--- src/pkg/spi_audio_pkg.sv ---
// Shared constants and types for the serial audio error and framing control block.
// Assumes a 32-bit classic Wishbone register bus with byte addresses.
package spi_audio_pkg;

	// Register byte offsets on the Wishbone bus.
	localparam logic [7:0] OFF_CONTROL_TWO = 8'h00;
	localparam logic [7:0] OFF_INT_STATUS  = 8'h04;
	localparam logic [7:0] OFF_INT_MASK    = 8'h08;
	localparam logic [7:0] OFF_PORT_STATE  = 8'h0c;
	localparam logic [7:0] OFF_RX_DATA     = 8'h10;
	localparam logic [7:0] OFF_TX_DATA     = 8'h14;

	// Bit positions of the control register fields.
	localparam int BIT_SIGN_EXT = 15;
	localparam int BIT_FRM_EN   = 12;
	localparam int BIT_ROV_EN   = 11;
	localparam int BIT_TUR_EN   = 10;
	localparam int BIT_ROV_TOL  = 9;
	localparam int BIT_TUR_TOL  = 8;
	localparam int BIT_AUD_EN   = 7;
	localparam int BIT_MONO     = 3;
	localparam int BIT_FMT_LSB  = 0;

	// Event bit positions in the status and mask registers.
	localparam int EVT_FRAME = 0;
	localparam int EVT_ROV   = 1;
	localparam int EVT_TUR   = 2;
	localparam int EVT_W     = 3;

	// Bit positions of the port state register.
	localparam int ST_RUN     = 0;
	localparam int ST_HALT    = 1;
	localparam int ST_RX_FULL = 2;
	localparam int ST_TX_FULL = 3;

	// Data bit delays after a slot boundary for the fixed framings.
	localparam int DELAY_I2S  = 1;
	localparam int DELAY_LEFT = 0;
	localparam int DELAY_PCM  = 1;

	// Framing format codes.
	typedef enum logic [1:0] {
		FMT_I2S   = 2'b00,
		FMT_LEFT  = 2'b01,
		FMT_RIGHT = 2'b10,
		FMT_PCM   = 2'b11
	} frame_fmt_t;

	// Run state of the port.
	typedef enum logic [1:0] {
		PORT_IDLE,
		PORT_RUN,
		PORT_HALT
	} port_state_t;

	// Implemented fields of the control register.
	typedef struct packed {
		logic       rx_sign_extend;
		logic       frame_err_event_en;
		logic       rx_overflow_event_en;
		logic       tx_underrun_event_en;
		logic       rx_overflow_tolerate;
		logic       tx_underrun_tolerate;
		logic       codec_protocol_en;
		logic       mono_format;
		frame_fmt_t codec_frame_format;
	} ctrl_t;

	localparam ctrl_t CTRL_RESET = '0;

	// Link pins after synchronisation, clock first.
	typedef struct packed {
		logic sclk;
		logic fs;
		logic sdi;
	} link_in_t;

	// Places the control fields at their register positions; the rest reads zero.
	function automatic logic [31:0] ctrl_to_word(input ctrl_t c);
		logic [31:0] w;
		w = '0;
		w[BIT_SIGN_EXT] = c.rx_sign_extend;
		w[BIT_FRM_EN]   = c.frame_err_event_en;
		w[BIT_ROV_EN]   = c.rx_overflow_event_en;
		w[BIT_TUR_EN]   = c.tx_underrun_event_en;
		w[BIT_ROV_TOL]  = c.rx_overflow_tolerate;
		w[BIT_TUR_TOL]  = c.tx_underrun_tolerate;
		w[BIT_AUD_EN]   = c.codec_protocol_en;
		w[BIT_MONO]     = c.mono_format;
		w[BIT_FMT_LSB+1:BIT_FMT_LSB] = c.codec_frame_format;
		return w;
	endfunction

endpackage

--- src/verilog/link_sync.sv ---
// Two-flop synchroniser for a group of link pins.
// Assumes the inputs are asynchronous to clk_i; only the second flop is read outside.
`timescale 1ns/1ns
module link_sync #(
	parameter int WIDTH = 3
) (
	input  wire logic             clk_i,
	input  wire logic             rst_i,
	input  wire logic [WIDTH-1:0] async_i,
	output logic      [WIDTH-1:0] sync_o
);

	logic [WIDTH-1:0] meta_reg;

	// Both stages reset to zero; the output then follows the pins two edges late.
	always_ff @(posedge clk_i)
	begin
		if (rst_i)
		begin
			meta_reg <= '0;
			sync_o   <= '0;
		end
		else
		begin
			meta_reg <= async_i;
			sync_o   <= meta_reg;
		end
	end

endmodule // link_sync

--- src/verilog/spi_audio_error_control.sv ---
// Error handling and audio framing control for a serial audio port, with its link engine.
// Assumes port_en_i comes from port logic on clk_i and the link pins are asynchronous.
//
// What this block does
// - A word read from the receive holding register is sign-extended when rx_sign_extend is 1.
// - A frame error raises an error event only when frame_err_event_en is 1.
// - A receive overflow raises an error event only when rx_overflow_event_en is 1.
// - A transmit underrun raises an error event only when tx_underrun_event_en is 1.
// - With rx_overflow_tolerate set an overflow keeps the port running and drops the new word.
// - With rx_overflow_tolerate clear an overflow halts the port.
// - With tx_underrun_tolerate set an underrun sends zero words until data is written again.
// - With tx_underrun_tolerate clear an underrun halts the port.
// - codec_protocol_en switches the link into audio protocol framing.
// - With mono_format set each word goes out on both the left and the right slot.
// - codec_frame_format picks I2S, left justified, right justified or PCM framing.
// - codec_protocol_en, mono_format and codec_frame_format take writes only while port_en_i is 0.
// - mono_format and codec_frame_format act only while codec_protocol_en is 1.
// - Bits 31 to 16 and all unused control bits read as zero.
`timescale 1ns/1ns
module spi_audio_error_control #(
	parameter int DATA_W    = 16,
	parameter int SLOT_BITS = 32
) (
	input  wire logic        clk_i,
	input  wire logic        rst_i,
	input  wire logic        wb_cyc_i,
	input  wire logic        wb_stb_i,
	input  wire logic        wb_we_i,
	input  wire logic [7:0]  wb_adr_i,
	input  wire logic [3:0]  wb_sel_i,
	input  wire logic [31:0] wb_dat_i,
	output logic      [31:0] wb_dat_o,
	output logic             wb_ack_o,
	input  wire logic        port_en_i,
	input  wire logic        link_sclk_i,
	input  wire logic        link_fs_i,
	input  wire logic        link_sdi_i,
	output logic             link_sdo_o,
	output logic             err_event_o,
	output logic             port_stopped_o,
	output logic             irq_o
);

	localparam int POS_W = $clog2(SLOT_BITS);
	localparam int PW1   = POS_W + 1;
	localparam logic [POS_W-1:0] SLOT_LAST = POS_W'(SLOT_BITS - 1);
	localparam int EVT_W_L = spi_audio_pkg::EVT_W;

	spi_audio_pkg::ctrl_t       ctrl_reg;
	spi_audio_pkg::port_state_t state_reg;
	spi_audio_pkg::link_in_t    lnk;
	logic [2:0]                 sync_lvl;
	logic [EVT_W_L-1:0]         status_reg;
	logic [EVT_W_L-1:0]         mask_reg;
	logic [EVT_W_L-1:0]         stat_taken_reg;
	logic [EVT_W_L-1:0]         evt;
	logic                       ack_reg;
	logic [31:0]                rdata_reg;
	logic [31:0]                read_mux;
	logic                       rx_taken_reg;
	logic                       rx_full_reg;
	logic [DATA_W-1:0]          rx_word_reg;
	logic [DATA_W-1:0]          rx_shift_reg;
	logic                       tx_full_reg;
	logic [DATA_W-1:0]          tx_buf_reg;
	logic [DATA_W-1:0]          tx_shift_reg;
	logic [DATA_W-1:0]          tx_mono_reg;
	logic                       sclk_prev_reg;
	logic                       fs_prev_reg;
	logic [POS_W-1:0]           pos_reg;
	logic                       chan_reg;
	logic                       synced_reg;
	logic                       sdo_next_reg;
	logic                       req;
	logic                       wr_go;
	logic                       rd_go;
	logic                       running;
	logic                       sclk_rise;
	logic                       sclk_fall;
	logic                       fs_event;
	logic                       slot_start;
	logic                       frame_err;
	logic                       word_done;
	logic                       rx_bit_en;
	logic                       receive_overflow;
	logic                       transmit_underrun;
	logic                       critical;
	logic                       load;
	logic                       up_chan;
	logic                       fetch;
	logic                       chan_now;
	logic                       eff_mono;
	logic [POS_W-1:0]           pos_now;
	logic [POS_W-1:0]           nxt;
	logic [POS_W-1:0]           delay;
	logic [DATA_W-1:0]          fetched;
	logic [DATA_W-1:0]          word_src;
	spi_audio_pkg::frame_fmt_t  eff_fmt;

	// Bit delay from a slot boundary to the first data bit for a framing.
	function automatic logic [POS_W-1:0] delay_of(input spi_audio_pkg::frame_fmt_t f);
		case (f)
			spi_audio_pkg::FMT_I2S:   delay_of = POS_W'(spi_audio_pkg::DELAY_I2S);
			spi_audio_pkg::FMT_LEFT:  delay_of = POS_W'(spi_audio_pkg::DELAY_LEFT);
			spi_audio_pkg::FMT_RIGHT: delay_of = POS_W'(SLOT_BITS - DATA_W);
			default:                  delay_of = POS_W'(spi_audio_pkg::DELAY_PCM);
		endcase
	endfunction

	// True when slot position p carries a data bit.
	function automatic logic in_word(input logic [POS_W-1:0] p, input logic [POS_W-1:0] d);
		in_word = (p >= d) && ({1'b0, p} < ({1'b0, d} + PW1'(DATA_W)));
	endfunction

	// Pins pass two flops before the edge detection reads them.
	link_sync #(
		.WIDTH(3)
	) u_sync (
		.clk_i  (clk_i),
		.rst_i  (rst_i),
		.async_i({link_sclk_i, link_fs_i, link_sdi_i}),
		.sync_o (sync_lvl)
	);

	assign lnk = spi_audio_pkg::link_in_t'(sync_lvl);

	// Wishbone handshake: one wait state, effects at the edge that sees ack.
	assign req      = wb_cyc_i & wb_stb_i;
	assign wr_go    = req & ack_reg & wb_we_i;
	assign rd_go    = req & ack_reg & ~wb_we_i;
	assign wb_ack_o = ack_reg;
	assign wb_dat_o = rdata_reg;

	// Framing in effect: plain left-justified stereo while audio is off.
	assign eff_fmt  = ctrl_reg.codec_protocol_en ? ctrl_reg.codec_frame_format
		: spi_audio_pkg::FMT_LEFT;
	assign eff_mono = ctrl_reg.codec_protocol_en & ctrl_reg.mono_format;
	assign delay    = delay_of(eff_fmt);

	// Link edge and slot bookkeeping, evaluated at each sampled clock rise.
	assign running   = (state_reg == spi_audio_pkg::PORT_RUN);
	assign sclk_rise = lnk.sclk & ~sclk_prev_reg;
	assign sclk_fall = ~lnk.sclk & sclk_prev_reg;
	assign fs_event  = running & sclk_rise & ((eff_fmt == spi_audio_pkg::FMT_PCM)
		? (lnk.fs & ~fs_prev_reg) : (lnk.fs ^ fs_prev_reg));
	assign slot_start = fs_event | (running & sclk_rise & synced_reg & (pos_reg == SLOT_LAST));
	assign frame_err  = fs_event & synced_reg & (pos_reg != SLOT_LAST);
	assign pos_now    = slot_start ? '0 : ((pos_reg == SLOT_LAST) ? pos_reg : pos_reg + 1'b1);
	assign nxt        = (pos_now == SLOT_LAST) ? '0 : pos_now + 1'b1;
	assign rx_bit_en  = running & sclk_rise & (synced_reg | fs_event) & in_word(pos_now, delay);
	assign word_done  = rx_bit_en & ({1'b0, pos_now} == ({1'b0, delay} + PW1'(DATA_W - 1)));
	assign receive_overflow        = word_done & rx_full_reg;
	assign chan_now   = fs_event ? ((eff_fmt == spi_audio_pkg::FMT_PCM) ? 1'b0 : lnk.fs)
		: (slot_start ? ~chan_reg : chan_reg);
	assign load       = running & sclk_rise & (synced_reg | fs_event)
		& ((nxt == '0) | (fs_event & (pos_reg != SLOT_LAST)));
	assign up_chan    = (nxt == '0) ? ~chan_now : chan_now;
	assign fetch      = load & (~eff_mono | ~up_chan);
	assign transmit_underrun        = fetch & ~tx_full_reg;
	assign critical   = (receive_overflow & ~ctrl_reg.rx_overflow_tolerate)
		| (transmit_underrun & ~ctrl_reg.tx_underrun_tolerate);
	assign fetched    = tx_full_reg ? tx_buf_reg : '0;
	assign word_src   = load ? (fetch ? fetched : tx_mono_reg) : tx_shift_reg;

	// Enabled error events; disabled ones leave no trace.
	assign evt[spi_audio_pkg::EVT_FRAME] = frame_err & ctrl_reg.frame_err_event_en;
	assign evt[spi_audio_pkg::EVT_ROV]   = receive_overflow & ctrl_reg.rx_overflow_event_en;
	assign evt[spi_audio_pkg::EVT_TUR]   = transmit_underrun & ctrl_reg.tx_underrun_event_en;
	assign err_event_o    = |evt;
	assign irq_o          = |(status_reg & mask_reg);
	assign port_stopped_o = (state_reg == spi_audio_pkg::PORT_HALT);

	// Read multiplexer; unmapped offsets read zero.
	always_comb
	begin
		read_mux = '0;
		if (wb_adr_i == spi_audio_pkg::OFF_CONTROL_TWO)
			read_mux = spi_audio_pkg::ctrl_to_word(ctrl_reg);
		else if (wb_adr_i == spi_audio_pkg::OFF_INT_STATUS)
			read_mux[EVT_W_L-1:0] = status_reg;
		else if (wb_adr_i == spi_audio_pkg::OFF_INT_MASK)
			read_mux[EVT_W_L-1:0] = mask_reg;
		else if (wb_adr_i == spi_audio_pkg::OFF_PORT_STATE)
		begin
			read_mux[spi_audio_pkg::ST_RUN]     = running;
			read_mux[spi_audio_pkg::ST_HALT]    = port_stopped_o;
			read_mux[spi_audio_pkg::ST_RX_FULL] = rx_full_reg;
			read_mux[spi_audio_pkg::ST_TX_FULL] = tx_full_reg;
		end
		else if (wb_adr_i == spi_audio_pkg::OFF_RX_DATA)
			read_mux = {{(32 - DATA_W){ctrl_reg.rx_sign_extend & rx_word_reg[DATA_W-1]}},
				rx_word_reg};
	end

	// Ack and read data; remember what a read handed out so only that is cleared.
	always_ff @(posedge clk_i)
	begin
		if (rst_i)
		begin
			ack_reg        <= 1'b0;
			rdata_reg      <= '0;
			stat_taken_reg <= '0;
			rx_taken_reg   <= 1'b0;
		end
		else
		begin
			ack_reg <= req & ~ack_reg;
			if (req & ~ack_reg & ~wb_we_i)
			begin
				rdata_reg      <= read_mux;
				stat_taken_reg <= (wb_adr_i == spi_audio_pkg::OFF_INT_STATUS) ? status_reg : '0;
				rx_taken_reg   <= (wb_adr_i == spi_audio_pkg::OFF_RX_DATA) & rx_full_reg;
			end
		end
	end

	// Control register; protocol fields are frozen while the port is enabled.
	always_ff @(posedge clk_i)
	begin
		if (rst_i)
			ctrl_reg <= spi_audio_pkg::CTRL_RESET;
		else if (wr_go & (wb_adr_i == spi_audio_pkg::OFF_CONTROL_TWO))
		begin
			if (wb_sel_i[1])
			begin
				ctrl_reg.rx_sign_extend       <= wb_dat_i[spi_audio_pkg::BIT_SIGN_EXT];
				ctrl_reg.frame_err_event_en   <= wb_dat_i[spi_audio_pkg::BIT_FRM_EN];
				ctrl_reg.rx_overflow_event_en <= wb_dat_i[spi_audio_pkg::BIT_ROV_EN];
				ctrl_reg.tx_underrun_event_en <= wb_dat_i[spi_audio_pkg::BIT_TUR_EN];
				ctrl_reg.rx_overflow_tolerate <= wb_dat_i[spi_audio_pkg::BIT_ROV_TOL];
				ctrl_reg.tx_underrun_tolerate <= wb_dat_i[spi_audio_pkg::BIT_TUR_TOL];
			end
			if (wb_sel_i[0] & ~port_en_i)
			begin
				ctrl_reg.codec_protocol_en  <= wb_dat_i[spi_audio_pkg::BIT_AUD_EN];
				ctrl_reg.mono_format        <= wb_dat_i[spi_audio_pkg::BIT_MONO];
				ctrl_reg.codec_frame_format <= spi_audio_pkg::frame_fmt_t'(
					wb_dat_i[spi_audio_pkg::BIT_FMT_LSB+1:spi_audio_pkg::BIT_FMT_LSB]);
			end
		end
	end

	// Sticky status, cleared by reading it; a new event wins over the clear.
	always_ff @(posedge clk_i)
	begin
		if (rst_i)
			status_reg <= '0;
		else
			status_reg <= (status_reg & ~(rd_go ? stat_taken_reg : '0)) | evt;
	end

	// Interrupt mask register.
	always_ff @(posedge clk_i)
	begin
		if (rst_i)
			mask_reg <= '0;
		else if (wr_go & (wb_adr_i == spi_audio_pkg::OFF_INT_MASK) & wb_sel_i[0])
			mask_reg <= wb_dat_i[EVT_W_L-1:0];
	end

	// Port run state; a critical error halts until the port is disabled.
	always_ff @(posedge clk_i)
	begin
		if (rst_i)
			state_reg <= spi_audio_pkg::PORT_IDLE;
		else
		begin
			case (state_reg)
				spi_audio_pkg::PORT_IDLE:
					if (port_en_i)
						state_reg <= spi_audio_pkg::PORT_RUN;
				spi_audio_pkg::PORT_RUN:
					if (~port_en_i)
						state_reg <= spi_audio_pkg::PORT_IDLE;
					else if (critical)
						state_reg <= spi_audio_pkg::PORT_HALT;
				default:
					if (~port_en_i)
						state_reg <= spi_audio_pkg::PORT_IDLE;
			endcase
		end
	end

	// Receive holding word; an overflow keeps the held word untouched.
	always_ff @(posedge clk_i)
	begin
		if (rst_i)
		begin
			rx_shift_reg <= '0;
			rx_word_reg  <= '0;
			rx_full_reg  <= 1'b0;
		end
		else
		begin
			if (rx_bit_en)
				rx_shift_reg <= {rx_shift_reg[DATA_W-2:0], lnk.sdi};
			if (word_done & ~rx_full_reg)
			begin
				rx_word_reg <= {rx_shift_reg[DATA_W-2:0], lnk.sdi};
				rx_full_reg <= 1'b1;
			end
			else if (rd_go & rx_taken_reg)
				rx_full_reg <= 1'b0;
		end
	end

	// Transmit buffer; a write in the fetch cycle still lands.
	always_ff @(posedge clk_i)
	begin
		if (rst_i)
		begin
			tx_buf_reg  <= '0;
			tx_full_reg <= 1'b0;
		end
		else if (wr_go & (wb_adr_i == spi_audio_pkg::OFF_TX_DATA))
		begin
			for (int b = 0; b < DATA_W / 8; b++)
				if (wb_sel_i[b])
					tx_buf_reg[b*8 +: 8] <= wb_dat_i[b*8 +: 8];
			tx_full_reg <= 1'b1;
		end
		else if (fetch)
			tx_full_reg <= 1'b0;
	end

	// Slot position, channel and alignment tracking on the link.
	always_ff @(posedge clk_i)
	begin
		if (rst_i)
		begin
			sclk_prev_reg <= 1'b0;
			fs_prev_reg   <= 1'b0;
			pos_reg       <= '0;
			chan_reg      <= 1'b0;
			synced_reg    <= 1'b0;
		end
		else
		begin
			sclk_prev_reg <= lnk.sclk;
			if (~running)
			begin
				synced_reg <= 1'b0;
				pos_reg    <= '0;
				fs_prev_reg <= lnk.fs;
			end
			else if (sclk_rise)
			begin
				fs_prev_reg <= lnk.fs;
				pos_reg     <= pos_now;
				chan_reg    <= chan_now;
				if (fs_event)
					synced_reg <= 1'b1;
			end
		end
	end

	// Transmit shifter: next bit prepared at a rise, driven at the following fall.
	always_ff @(posedge clk_i)
	begin
		if (rst_i)
		begin
			tx_shift_reg <= '0;
			tx_mono_reg  <= '0;
			sdo_next_reg <= 1'b0;
			link_sdo_o   <= 1'b0;
		end
		else if (~running)
		begin
			sdo_next_reg <= 1'b0;
			link_sdo_o   <= 1'b0;
		end
		else
		begin
			if (sclk_rise)
			begin
				if (fetch)
					tx_mono_reg <= fetched;
				if (in_word(nxt, delay))
				begin
					sdo_next_reg <= word_src[DATA_W-1];
					tx_shift_reg <= {word_src[DATA_W-2:0], 1'b0};
				end
				else
				begin
					sdo_next_reg <= 1'b0;
					tx_shift_reg <= word_src;
				end
			end
			if (sclk_fall)
				link_sdo_o <= sdo_next_reg;
		end
	end

	property p_sign_ext;
		@(posedge clk_i) disable iff (rst_i)
		(req & ~ack_reg & ~wb_we_i & (wb_adr_i == spi_audio_pkg::OFF_RX_DATA)
			& ctrl_reg.rx_sign_extend & rx_word_reg[DATA_W-1]) |=> (wb_dat_o[31] & wb_ack_o);
	endproperty
	a_sign_ext: assert property (p_sign_ext) else $error("Read word not sign-extended.");

	property p_frame_evt;
		@(posedge clk_i) disable iff (rst_i)
		frame_err |=> (status_reg[spi_audio_pkg::EVT_FRAME] == $past(ctrl_reg.frame_err_event_en))
			|| $past(status_reg[spi_audio_pkg::EVT_FRAME]);
	endproperty
	a_frame_evt: assert property (p_frame_evt) else $error("Frame error event gating wrong.");

	property p_rov_evt;
		@(posedge clk_i) disable iff (rst_i)
		(receive_overflow & ctrl_reg.rx_overflow_event_en) |=> status_reg[spi_audio_pkg::EVT_ROV];
	endproperty
	a_rov_evt: assert property (p_rov_evt) else $error("Overflow event not recorded.");

	property p_tur_evt;
		@(posedge clk_i) disable iff (rst_i)
		(transmit_underrun & ~ctrl_reg.tx_underrun_event_en) |-> ~err_event_o | frame_err | receive_overflow;
	endproperty
	a_tur_evt: assert property (p_tur_evt) else $error("Disabled underrun raised event.");

	property p_rov_tol;
		@(posedge clk_i) disable iff (rst_i)
		(receive_overflow & ctrl_reg.rx_overflow_tolerate & ~transmit_underrun & port_en_i)
			|=> (state_reg == spi_audio_pkg::PORT_RUN) & $stable(rx_word_reg);
	endproperty
	a_rov_tol: assert property (p_rov_tol) else $error("Tolerated overflow disturbed port.");

	property p_rov_crit;
		@(posedge clk_i) disable iff (rst_i)
		(receive_overflow & ~ctrl_reg.rx_overflow_tolerate & port_en_i) |=> port_stopped_o;
	endproperty
	a_rov_crit: assert property (p_rov_crit) else $error("Critical overflow did not halt.");

	property p_tur_zero;
		@(posedge clk_i) disable iff (rst_i)
		(transmit_underrun & ctrl_reg.tx_underrun_tolerate & port_en_i & ~receive_overflow) |=> (tx_shift_reg == '0)
			& ~sdo_next_reg & (state_reg == spi_audio_pkg::PORT_RUN);
	endproperty
	a_tur_zero: assert property (p_tur_zero) else $error("Underrun did not send zeros.");

	property p_tur_crit;
		@(posedge clk_i) disable iff (rst_i)
		(transmit_underrun & ~ctrl_reg.tx_underrun_tolerate & port_en_i) |=> port_stopped_o ##1 port_stopped_o
			|| ~port_en_i;
	endproperty
	a_tur_crit: assert property (p_tur_crit) else $error("Critical underrun did not halt.");

	property p_lock;
		@(posedge clk_i) disable iff (rst_i)
		port_en_i |=> $stable(ctrl_reg.codec_protocol_en) & $stable(ctrl_reg.mono_format)
			& $stable(ctrl_reg.codec_frame_format);
	endproperty
	a_lock: assert property (p_lock) else $error("Protocol field changed while enabled.");

	property p_aud_off;
		@(posedge clk_i) disable iff (rst_i)
		~ctrl_reg.codec_protocol_en |-> ~eff_mono & (eff_fmt == spi_audio_pkg::FMT_LEFT);
	endproperty
	a_aud_off: assert property (p_aud_off) else $error("Audio fields acted while off.");

endmodule // spi_audio_error_control

--- config.mk ---
export PLATFORM = sky130hd
export DESIGN_NAME = spi_audio_error_control
export DESIGN_NICKNAME = d
export VERILOG_FILES = /design/src/pkg/spi_audio_pkg.sv /design/src/verilog/link_sync.sv /design/src/verilog/spi_audio_error_control.sv
export SDC_FILE = /design/constraint.sdc
export NUM_CORES = 1
export LEC_CHECK = 0
export ABC_AREA = 0
export BUFFER_PORTS_ARGS = -buffer_cell sky130_fd_sc_hd__buf_2
export CORE_UTILIZATION = 40
export CTS_CLUSTER_SIZE = 28
export DETAILED_ROUTE_END_ITERATION = 7
export PLACE_DENSITY = 0.62
export SLEW_MARGIN = 15
export SYNTH_ARGS = -nofsm -noshare
export SYNTH_HDL_FRONTEND = slang
export SYNTH_SLANG_ARGS = --single-unit
--- constraint.sdc ---
create_clock -name clk_i -period 6.3 [get_ports clk_i]
set_clock_uncertainty 0.1 [all_clocks]
set_input_delay 1.89 -clock clk_i [delete_from_list [all_inputs] [get_ports clk_i]]
set_output_delay 1.89 -clock clk_i [all_outputs]
set_load 0.005 [all_outputs]
======== Word level (Yosys, flattened, before mapping) ========
Index checks and enable logic that the tools add are counted.
cells by class
  $add $sub $neg .......................... 4
  order comparisons ....................... 4
  equal/unequal tests ..................... 18
  muxes and demuxes ....................... 36
  bitwise operators ....................... 63
  reductions and logical operators ........ 17
operators with widths
  cell                                                                    count
  16-bit two-way mux                                                      4
  32-bit two-way mux                                                      2
  29-bit two-way mux                                                      2
  1-bit bitwise AND                                                       38
  28-bit two-way mux                                                      1
  8-bit by 4-bit equality test with 1-bit output (second input constant)  2
  8-bit by 5-bit equality test with 1-bit output (second input constant)  2
  5-bit two-way mux                                                       3
  1-bit inverter                                                          15
  5-bit by 6-bit less-than comparator with 1-bit output                   2
  1-bit two-way mux                                                       12
  3-bit two-way mux                                                       4
  2-bit AND reduction                                                     6
  5-bit by 1-bit adder with 5-bit output (second input constant)          2
  5-bit equality test (second input constant)                             2
  5-bit >= comparator                                                     2
  2-bit two-way mux                                                       5
  5-bit one-hot mux with 2 select lines                                   1
  8-bit by 3-bit equality test with 1-bit output (second input constant)  1
  8-bit zero test                                                         1
  5-bit by 4-bit adder with 6-bit output (second input constant)          1
  5-bit by 5-bit adder with 6-bit output (second input constant)          1
  3-bit bitwise AND                                                       2
  2-bit equality test (second input constant)                             3
  other kinds (20)                                                        28
storage, ports and cells
  flip-flop bits (word level) ............. 153
  output and inout port bits .............. 37
  logic and storage cells ................. 175

======== Logic depth before layout (Yosys ltp) ========
Gate-level depths: netlist of the first run.
  depth in word-level cells ............... 20
  mapped depth ............................ 20

======== Modules after synthesis ========
A second synthesis of the first run with hierarchy kept.
second synthesis, totals
  cells, all modules ...................... 806
  area total of the unflattened synthesis .. 6648.9 um^2
modules (own cells, without submodules)
  module                   times used  cells an instance  area an instance (um^2)
  spi_audio_error_control  1           794                6491.2
  link_sync                1           12                 157.7

======== Least setup slack after synthesis of the first run ========
No wires, ideal clock.
  path type ............................... reg-to-output
  start ................................... reg ctrl_reg[3] (netlist bit)
  end ..................................... out err_event_o
  arrival ................................. 3.731 ns
  required time ........................... 4.310 ns
  path slack .............................. 0.579 ns
  stages on the path, launching flop included .. 16
  buffers on the path ..................... 1
  cell sequence ........................... dfxtp_1 nor2b_1 inv_1 ha_1 and2b_1 or3b_1 nand3_1 inv_1 ha_1 or4_4 a41oi_4 or4_1 buf_6 nand3_4 or3b_1 nand3_1
on the way
  cells in the longest elaborated chain, start to end .. 16
RTL lines
  element                                                                               line                                                            source
  start, declared                                                                       spi_audio_error_control.sv:49                                   spi_audio_pkg::ctrl_t ctrl_reg;
  start signal, assigned                                                                spi_audio_error_control.sv:221                                  ctrl_reg <= spi_audio_pkg::CTRL_RESET;
  2-bit two-way mux (*)                                                                 spi_audio_error_control.sv:135                                  assign eff_fmt = ctrl_reg.codec_protocol_en ? ctrl_reg.codec_frame_format
  2-bit equality test (*)                                                               spi_audio_error_control.sv:144                                  assign fs_event = running & sclk_rise & ((eff_fmt == spi_audio_pkg::FMT_PCM)
  1-bit two-way mux (*)                                                                 spi_audio_error_control.sv:145                                  ? (lnk.fs & ~fs_prev_reg) : (lnk.fs ^ fs_prev_reg));
  1-bit bitwise AND (*)                                                                 spi_audio_error_control.sv:144
  1-bit bitwise OR (*)                                                                  spi_audio_error_control.sv:146                                  assign slot_start = fs_event | (running & sclk_rise & synced_reg & (pos_reg == SLOT_LAST));
  5-bit two-way mux (*)                                                                 spi_audio_error_control.sv:148                                  assign pos_now = slot_start ? '0 : ((pos_reg == SLOT_LAST) ? pos_reg : pos_reg + 1'b1);
  net pos_now[0]                                                                        spi_audio_error_control.sv:93                                   logic [POS_W-1:0] pos_now;
  5-bit by 1-bit adder with 5-bit output / 5-bit equality test (equally long branches)  spi_audio_error_control.sv:149                                  assign nxt = (pos_now == SLOT_LAST) ? '0 : pos_now + 1'b1;
  5-bit two-way mux                                                                     spi_audio_error_control.sv:149
  5-bit zero test                                                                       spi_audio_error_control.sv:156, spi_audio_error_control.sv:157
  1-bit two-way mux                                                                     spi_audio_error_control.sv:157                                  assign up_chan = (nxt == '0) ? ~chan_now : chan_now;
  1-bit inverter                                                                        spi_audio_error_control.sv:158                                  assign fetch = load & (~eff_mono | ~up_chan);
  1-bit bitwise OR                                                                      spi_audio_error_control.sv:158
  1-bit bitwise AND                                                                     spi_audio_error_control.sv:158
  1-bit bitwise AND                                                                     spi_audio_error_control.sv:159                                  assign transmit_underrun = fetch & ~tx_full_reg;
  1-bit bitwise AND                                                                     spi_audio_error_control.sv:168                                  assign evt[spi_audio_pkg::EVT_TUR] = transmit_underrun & ctrl_reg.tx_underrun_event_en;
  3-bit OR reduction (*)                                                                spi_audio_error_control.sv:169                                  assign err_event_o = |evt;
  end, declared                                                                         spi_audio_error_control.sv:39                                   output logic err_event_o,
Mark *: on every way through the listed nets, which the timed path passes. The rest lies on a longest branch.

======== Worst setup path after layout of the first run ========
Same ends and word-level chain as after synthesis.

==> insert_results.sql, run 1 <==
INSERT INTO impl_metrics (metric_group, metric, value, unit) VALUES
('setup_path', 'r2r_cells', '15', ''),
('yosys', 'yosys_warnings', '0', ''),
('sta', 'max_clock_freq', '166', 'MHz'),
('setup_path', 'crit_slowest_cell', 'sky130_fd_sc_hd__or4_4', ''),
('route', 'postRouteAntennaNets', '0', ''),
('route', 'vias_per_cell', '5.35', ''),
('route', 'drt_first_iter_violations', '378', ''),
('floorplanning', 'floorplan.core_area', '16600', 'um^2'),
('cts', 'max-clock-path-buffers', '2', ''),
('power', 'finalPower', '2.00', 'mW'),
('route', 'drt_pre_antenna_iters', '5', ''),
('setup_path', 'worstPathMaxFanout', '4', ''),
('yosys', 'ys_ff_latch', '138', ''),
('final_layout', 'layout.cell_area.non_filler', '7860', 'um^2'),
('yosys', 'fraction_of_the_yosys_area_taken_by_sequential_cells', '40.4', '%'),
('global_route', 'overflow', '0', ''),
('placed_design', 'placed_area', '7190', 'um^2'),
('sta', 'final-setup-viol-count', '0', ''),
('final_layout', 'nNetsFinal', '873', ''),
('yosys', 'netlist_instances', '770', ''),
('sta', 'timing.hold.ws', '334', 'ps'),
('final_layout', 'syn2layout_area_growth', '15.1', '%'),
('floorplanning', 'dieArea', '17600', 'um^2'),
('setup_path', 'cp_top_family', 'simple AND/OR/NAND/NOR gates', ''),
('sta', 'worstMarginPinSlew', '955', 'ps'),
('sta', 'tns', '0', 'ps'),
('global_route', 'grt_pass1_wl', '26600', 'um'),
('setup_path', 'critPathRequiredTime', '4310', 'ps'),
('global_route', 'antenna_found_initial', '0', ''),
('job', 'drv.max_cap_violation_count', '0', ''),
('route', 'route.detailed.wl_per_inst', '15.5', 'um'),
('placed_design', 'port_buffers', '71', ''),
('setup_path', 'timing.critical_path.arrival', '4050', 'ps'),
('global_route', 'grt_use_total', '18.9', '%'),
('cts', 'path_clk_slew', '60', 'ps'),
('route', 'wl', '16100', 'um'),
('sta', 'final_period_minus_worst_setup_slack', '6040', 'ps'),
('worst_hold_path', 'timing.hold.worst_path_depth', '1', ''),
('placed_design', 'routabilityCongestion', '0.795', ''),
('route', 'route.detailed.drc', '0', ''),
('cts', 'ctsRootBufferMaster', 'sky130_fd_sc_hd__clkbuf_16', ''),
('worst_hold_path', 'worst_hold_startpoint', 'u_sync.meta_reg[2]$_SDFF_PP0_', ''),
('setup_path', 'critical_path_cell_by_cell', 'nor2b_4, inv_1, ha_1, and2b_1, or3b_1, nand3_2, inv_1, ha_1, or4_4, a41oi_4, or4_1, nand3_4, or3b_1, nand3_1, buf_2', ''),
('floorplanning', 'start_util', '41.0', '%'),
('worst_hold_path', 'timing.hold.worst.class', 'register to register', ''),
('setup_path', 'critical-path-max-stage-delay', '580', 'ps'),
('setup_path', 'count_of_buffering_cells_on_the_critical_path_with_inverters_included', '3', ''),
('cts', 'clk_latency', '410', 'ps'),
('yosys', 'synth-edff-count', '0', ''),
('power', 'leak_pwr', '3.03', 'nW'),
('floorplanning', 'placement_rows', '47', ''),
('final_layout', 'finish.utilization', '47.2', '%'),
('placed_design', 'detailedPlace.worstSlack', '287', 'ps'),
('sta', 'finalCritPeriodShare', '95.8', '%'),
('cts', 'cts_buffers', '17', ''),
('power', 'powerDensity', '254', 'nW/um^2'),
('yosys', 'synth.cell_area', '6830', 'um^2'),
('cts', 'clock_tree_from_tritoncts', 'yes', ''),
('yosys', 'syn_area_per_cell', '8.87', 'um^2'),
('sta', 'final-max-slew-violation-count', '0', ''),
('outcome', 'run_status', 'finished, final reports clean', ''),
('power', 'max-vdd-ir-drop', '152', 'uV'),
('final_layout', 'antenna_cells_inserted', '0', ''),
('floorplanning', 'fp.dieH', '133', 'um'),
('global_route', 'grt_start_max_net_pins', '75', ''),
('final_layout', 'largest_register_ff_count', '17', ''),
('final_layout', 'layout-drive-gt1-share', '18.2', '%'),
('sta', 'finalWorstSetupSlack', '263', 'ps'),
('setup_path', 'cp-start-kind', 'register', ''),
('final_layout', 'instances_no_fill', '1039', ''),
('yosys', 'post_synth_num_cell_types', '73', '');
[where the power goes]
part / internal [mW] / switching, mW
Sequential: 0.881 / 0.00435
Clock: 0.672 / 0.367
Combinational: 0.0260 / 0.0453
[repair_timing]
item / 4_1_cts / 5_1_grt
hold buffers: 0 / 0
setup buffers: 1 / 1
pin swaps: 1 / 0
endpoints found under the setup margin: 1 / 1
gates resized for setup: 2 / 7
[cells in the mapped netlist, types with 14 or more instances]
cell type	instances	area, um^2
sky130_fd_sc_hd__a21oi_1	44	220
sky130_fd_sc_hd__a311oi_1	15	131
sky130_fd_sc_hd__buf_4	16	120
sky130_fd_sc_hd__clkbuf_1	35	131
sky130_fd_sc_hd__dfxtp_1	138	2760
sky130_fd_sc_hd__ha_1	14	175
sky130_fd_sc_hd__inv_1	14	52.6
sky130_fd_sc_hd__mux2i_1	64	641
sky130_fd_sc_hd__nand2_1	72	270
sky130_fd_sc_hd__nand2b_1	16	100
sky130_fd_sc_hd__nor2_1	110	413
sky130_fd_sc_hd__nor3_1	33	165
sky130_fd_sc_hd__o311ai_1	26	228
[routing by layer]
| metal | up-vias | track usage [%] | part of all wire, % |
|---|---|---|---|
| met2 | 120 | 29.9 | 47 |
| met4 | 0 | 7.41 | 1.8 |
| met3 | 16 | 3.83 | 3.9 |
| met1 | 2599 | 25.4 | 48 |
| met5 | - | 0 | 0 |
| li1 | 2821 | - | - |
[logic make-up after synthesis]
group,share of synthesized area (%)
and+or+nand+nor,21.7
AOI/OAI and AO/OA,18.6
DFF,40.4
buffers and inverters,6.28
muxes,10.0
adders and majority gates,2.56
xor gates and xnor gates,0.385
[cell type report]
| cell class | instances | area (um^2) |
|---|---|---|
| Clock inverter | 11 | 170 |
| Multi-Input combinational cell | 550 | 3680 |
| Sequential cell | 138 | 2770 |
| Tap cell | 220 | 275 |
| Clock buffer | 21 | 450 |
| Inverter | 14 | 52.6 |
| Fill cell | 1579 | 8780 |
| Timing Repair Buffer | 85 | 463 |
[cell usage in the layout, fill, tap and decap left out, types with 4 or more instances in the layout]
cell type / n
sky130_fd_sc_hd__a221oi_1: 9
sky130_fd_sc_hd__buf_4: 15
sky130_fd_sc_hd__a31oi_1: 5
sky130_fd_sc_hd__ha_1: 12
sky130_fd_sc_hd__mux2i_1: 64
sky130_fd_sc_hd__a21boi_2: 10
sky130_fd_sc_hd__nand2b_1: 16
sky130_fd_sc_hd__o31ai_1: 4
sky130_fd_sc_hd__nand4_1: 4
sky130_fd_sc_hd__a22oi_1: 4
sky130_fd_sc_hd__inv_1: 14
sky130_fd_sc_hd__nor2b_1: 9
sky130_fd_sc_hd__clkbuf_16: 17
sky130_fd_sc_hd__nor2_1: 110
sky130_fd_sc_hd__o311ai_1: 26
sky130_fd_sc_hd__nand2_1: 72
sky130_fd_sc_hd__nand3_1: 12
sky130_fd_sc_hd__and3_1: 4
sky130_fd_sc_hd__or2_1: 13
sky130_fd_sc_hd__bufinv_16: 4
sky130_fd_sc_hd__a21oi_1: 44
sky130_fd_sc_hd__or2b_1: 4
sky130_fd_sc_hd__a311oi_1: 15
sky130_fd_sc_hd__a21boi_1: 6
sky130_fd_sc_hd__dfxtp_1: 135
sky130_fd_sc_hd__nor3_1: 32
sky130_fd_sc_hd__buf_2: 70
[how the worst max path moves through the flow]
| stage | from | end | slack [ps] | depth (start not counted) |
|---|---|---|---|---|
| 2_1_floorplan | ctrl_reg[3]$_SDFFE_PP0P_ | err_event_o | 580 | 15 |
| 3_3_place_gp | ctrl_reg[3]$_SDFFE_PP0P_ | err_event_o | 340 | 15 |
| 3_5_place_dp | ctrl_reg[3]$_SDFFE_PP0P_ | err_event_o | 290 | 15 |
| 4_1_cts | ctrl_reg[3]$_SDFFE_PP0P_ | err_event_o | 10 | 15 |
| 5_1_grt | ctrl_reg[3]$_SDFFE_PP0P_ | err_event_o | -5 | 18 |
| 6_report | ctrl_reg[3]$_SDFFE_PP0P_ | err_event_o | 260 | 15 |
Note: power is estimated with default switching activity, not from simulation.
==> run 2: changes to the inputs <==
==> constraint.sdc (replaced) <==
create_clock -name clk_i -period 7.85 [get_ports clk_i]
set_clock_uncertainty 0.1 [all_clocks]
set_input_delay 2.355 -clock clk_i [delete_from_list [all_inputs] [get_ports clk_i]]
set_output_delay 2.355 -clock clk_i [all_outputs]
set_load 0.005 [all_outputs]
==> run 2 against run 1 <==
Compared with the run above: final cell count is 0.48% lower; flip-flop and latch count unchanged; combinational power shrank 20%; critical path depth increased by 1; critical path type unchanged; worst setup slack better by 340 ps; sequential power down 20%; wire length rose by 0.47%; global-route usage decreased by 0.076 points; register-to-register slack better by 1200 ps.
==> insert_results.sql, run 2 (synthesized netlist as in run 1, its figures left out) <==
INSERT INTO impl_metrics (metric_group, metric, value, unit) VALUES
('setup_path', 'crit_slowest_cell', 'sky130_fd_sc_hd__o41ai_2', ''),
('setup_path', 'critical-path-max-stage-delay', '740', 'ps'),
('placed_design', 'port_buffers', '71', ''),
('final_layout', 'finish.utilization', '46.7', '%'),
('cts', 'path_clk_slew', '60', 'ps'),
('sta', 'max_clock_freq', '138', 'MHz'),
('setup_path', 'worst_setup_path_end_kind', 'primary output', ''),
('sta', 'slew_headroom', '35.3', '%'),
('sta', 'final-setup-viol-count', '0', ''),
('global_route', 'grt_start_max_net_pins', '83', ''),
('setup_path', 'worstPathMaxFanout', '8', ''),
('global_route', 'grt_pass1_wl', '26500', 'um'),
('cts', 'cts_resized', '0', ''),
('placed_design', 'routabilityCongestion', '0.801', ''),
('sta', 'tns', '0', 'ps'),
('placed_design', 'detailedPlace.worstSlack', '1070', 'ps'),
('worst_hold_path', 'timing.hold.worst.class', 'register to register', ''),
('job', 'drv.max_cap_violation_count', '0', ''),
('cts', 'htree_num_levels', '4', ''),
('route', 'route.detailed.wl_per_inst', '15.6', 'um'),
('worst_hold_path', 'timing.hold.worst_path_depth', '1', ''),
('floorplanning', 'start_util', '41.0', '%'),
('global_route', 'antenna_found_initial', '1', ''),
('global_route', 'grt_use_total', '18.9', '%'),
('sta', 'final_period_minus_worst_setup_slack', '7240', 'ps'),
('cts', 'clock_tree_from_tritoncts', 'yes', ''),
('sta', 'final-max-slew-violation-count', '0', ''),
('setup_path', 'rrSetupSlack', '2890', 'ps'),
('setup_path', 'critPathRequiredTime', '5390', 'ps'),
('cts', 'cts_hold_buf', '0', ''),
('final_layout', 'layout-drive-gt1-share', '16.9', '%'),
('worst_hold_path', 'worst_hold_startpoint', 'u_sync.meta_reg[1]$_SDFF_PP0_', ''),
('sta', 'grt_setup_unrepaired', 'no', ''),
('placed_design', 'dp_hpwl', '10800', 'um'),
('setup_path', 'setup.worst_path.start', 'ctrl_reg[3]$_SDFFE_PP0P_', ''),
('floorplanning', 'fp.dieH', '133', 'um'),
('power', 'leak_pwr', '2.97', 'nW'),
('floorplanning', 'floorplan.core_area', '16600', 'um^2'),
('final_layout', 'syn2layout_area_growth', '13.8', '%'),
('final_layout', 'largest_register_ff_count', '17', ''),
('setup_path', 'crit_type', 'register to primary output', ''),
('sta', 'finalWorstSetupSlack', '607', 'ps'),
('final_layout', 'layout_common_cells', 'sky130_fd_sc_hd__dfxtp_1 (138), sky130_fd_sc_hd__nor2_1 (110), sky130_fd_sc_hd__nand2_1 (72)', ''),
('cts', 'ctsRootBufferMaster', 'sky130_fd_sc_hd__clkbuf_16', ''),
('setup_path', 'regToRegEndpoint', 'state_reg[0]$_SDFFE_PP0P_', ''),
('final_layout', 'most_common_cell_after_layout_fill_and_taps_aside', 'sky130_fd_sc_hd__dfxtp_1', ''),
('route', 'drt_first_iter_violations', '391', ''),
('sta', 'finalCritPeriodShare', '92.3', '%'),
('setup_path', 'critical_path_cell_by_cell', 'nor2b_1, inv_1, ha_1, and2b_1, or3b_1, nand3_1, inv_1, ha_1, inv_1, nor3_1, ha_1, o41ai_2, nand3_4, or3b_1, nand3_1, buf_2', ''),
('route', 'wl', '16100', 'um'),
('route', 'vias_per_cell', '5.37', ''),
('floorplanning', 'dieWidth', '133', 'um'),
('route', 'drt_pre_antenna_iters', '5', ''),
('sta', 'hold_viol_final', '0', ''),
('cts', 'cts_sinks', '138', ''),
('final_layout', 'nNetsFinal', '867', ''),
('cts', 'max-clock-path-buffers', '2', ''),
('floorplanning', 'dieArea', '17600', 'um^2'),
('setup_path', 'r2r_cells', '15', ''),
('route', 'route.detailed.drc', '0', ''),
('setup_path', 'timing.critical_path.arrival', '4790', 'ps'),
('floorplanning', 'placement_rows', '47', ''),
('route', 'postRouteAntennaNets', '0', ''),
('sta', 'worstMarginPinSlew', '967', 'ps'),
('floorplanning', 'design.portCount', '90', ''),
('global_route', 'vias_in_the_first_global_route', '5122', ''),
('cts', 'number_of_setup_buffers_added_after_cts', '0', ''),
('worst_hold_path', 'hold-path-endpoint', 'u_sync.sync_o[1]$_SDFF_PP0_', ''),
('cts', 'cts_buffers', '17', ''),
('cts', 'clk_latency', '420', 'ps'),
('route', 'detailroute.via_count', '5556', ''),
('global_route', 'overflow', '0', ''),
('setup_path', 'regToRegStartpoint', 'ctrl_reg[3]$_SDFFE_PP0P_', ''),
('setup_path', 'cp-start-kind', 'register', ''),
('power', 'powerDensity', '206', 'nW/um^2'),
('power', 'max-vdd-ir-drop', '138', 'uV'),
('outcome', 'run_status', 'finished, final reports clean', '');
==> run 2: cell types whose count changed in the layout (fill, tap and decap cells not counted), sizes merged <==
| cell | change |
|---|---|
| diode | +1 |
| buf | -6 |
| clkinv | +2 |
| clkbuf | -2 |
==> run 2: layout make-up <==
class                           count  area (um^2)
Clock inverter                     13          176
Timing Repair Buffer               79          418
Fill cell                        1633         8870
Tap cell                          220          275
Inverter                           14         52.6
Multi-Input combinational cell    550         3650
Sequential cell                   138         2760
Clock buffer                       19          433
Antenna cell                        1         2.50
==> run 2: worst max path at each step <==
stage	to	slack [ps]
detailed placement	err_event_o	1070
global placement	err_event_o	1140
CTS	err_event_o	580
finish	err_event_o	610
global route	err_event_o	280
floorplan	err_event_o	1660
==> run 2: metal layers <==
metal | wire length, um | track usage [%]
met5 | 0 | 0
met4 | 329 | 7.73
met3 | 733 | 3.91
met2 | 7390 | 29.9
met1 | 7680 | 24.9
==> run 2: metrics by stage <==
stage	power (mW)	instance area [um^2]	std cells	hold slack, ps
floorplan	0.760	6830	770	314
CTS	1.61	7770	1033	338
global route	1.65	7770	1033	362
finish	1.60	7770	1034	335
global placement	0.783	7160	1001	327
detailed placement	0.783	7160	1001	324
==> run 2: critical path: cells and delay by family, from the launching register on <==
kind | cells | cell delay (ps)
flip-flops | 1 | 510
adder cells (fa/ha/maj) | 3 | 910
AND/OR/NAND/NOR | 8 | 1780
AO/OA/AOI/OAI | 1 | 740
buffers and inverters | 4 | 400
==> run 2: report_power, final <==
part | switching (mW) | internal, mW
Clock | 0.305 | 0.528
Sequential | 0.00360 | 0.707
Combinational | 0.0364 | 0.0205
Total | 0.345 | 1.26
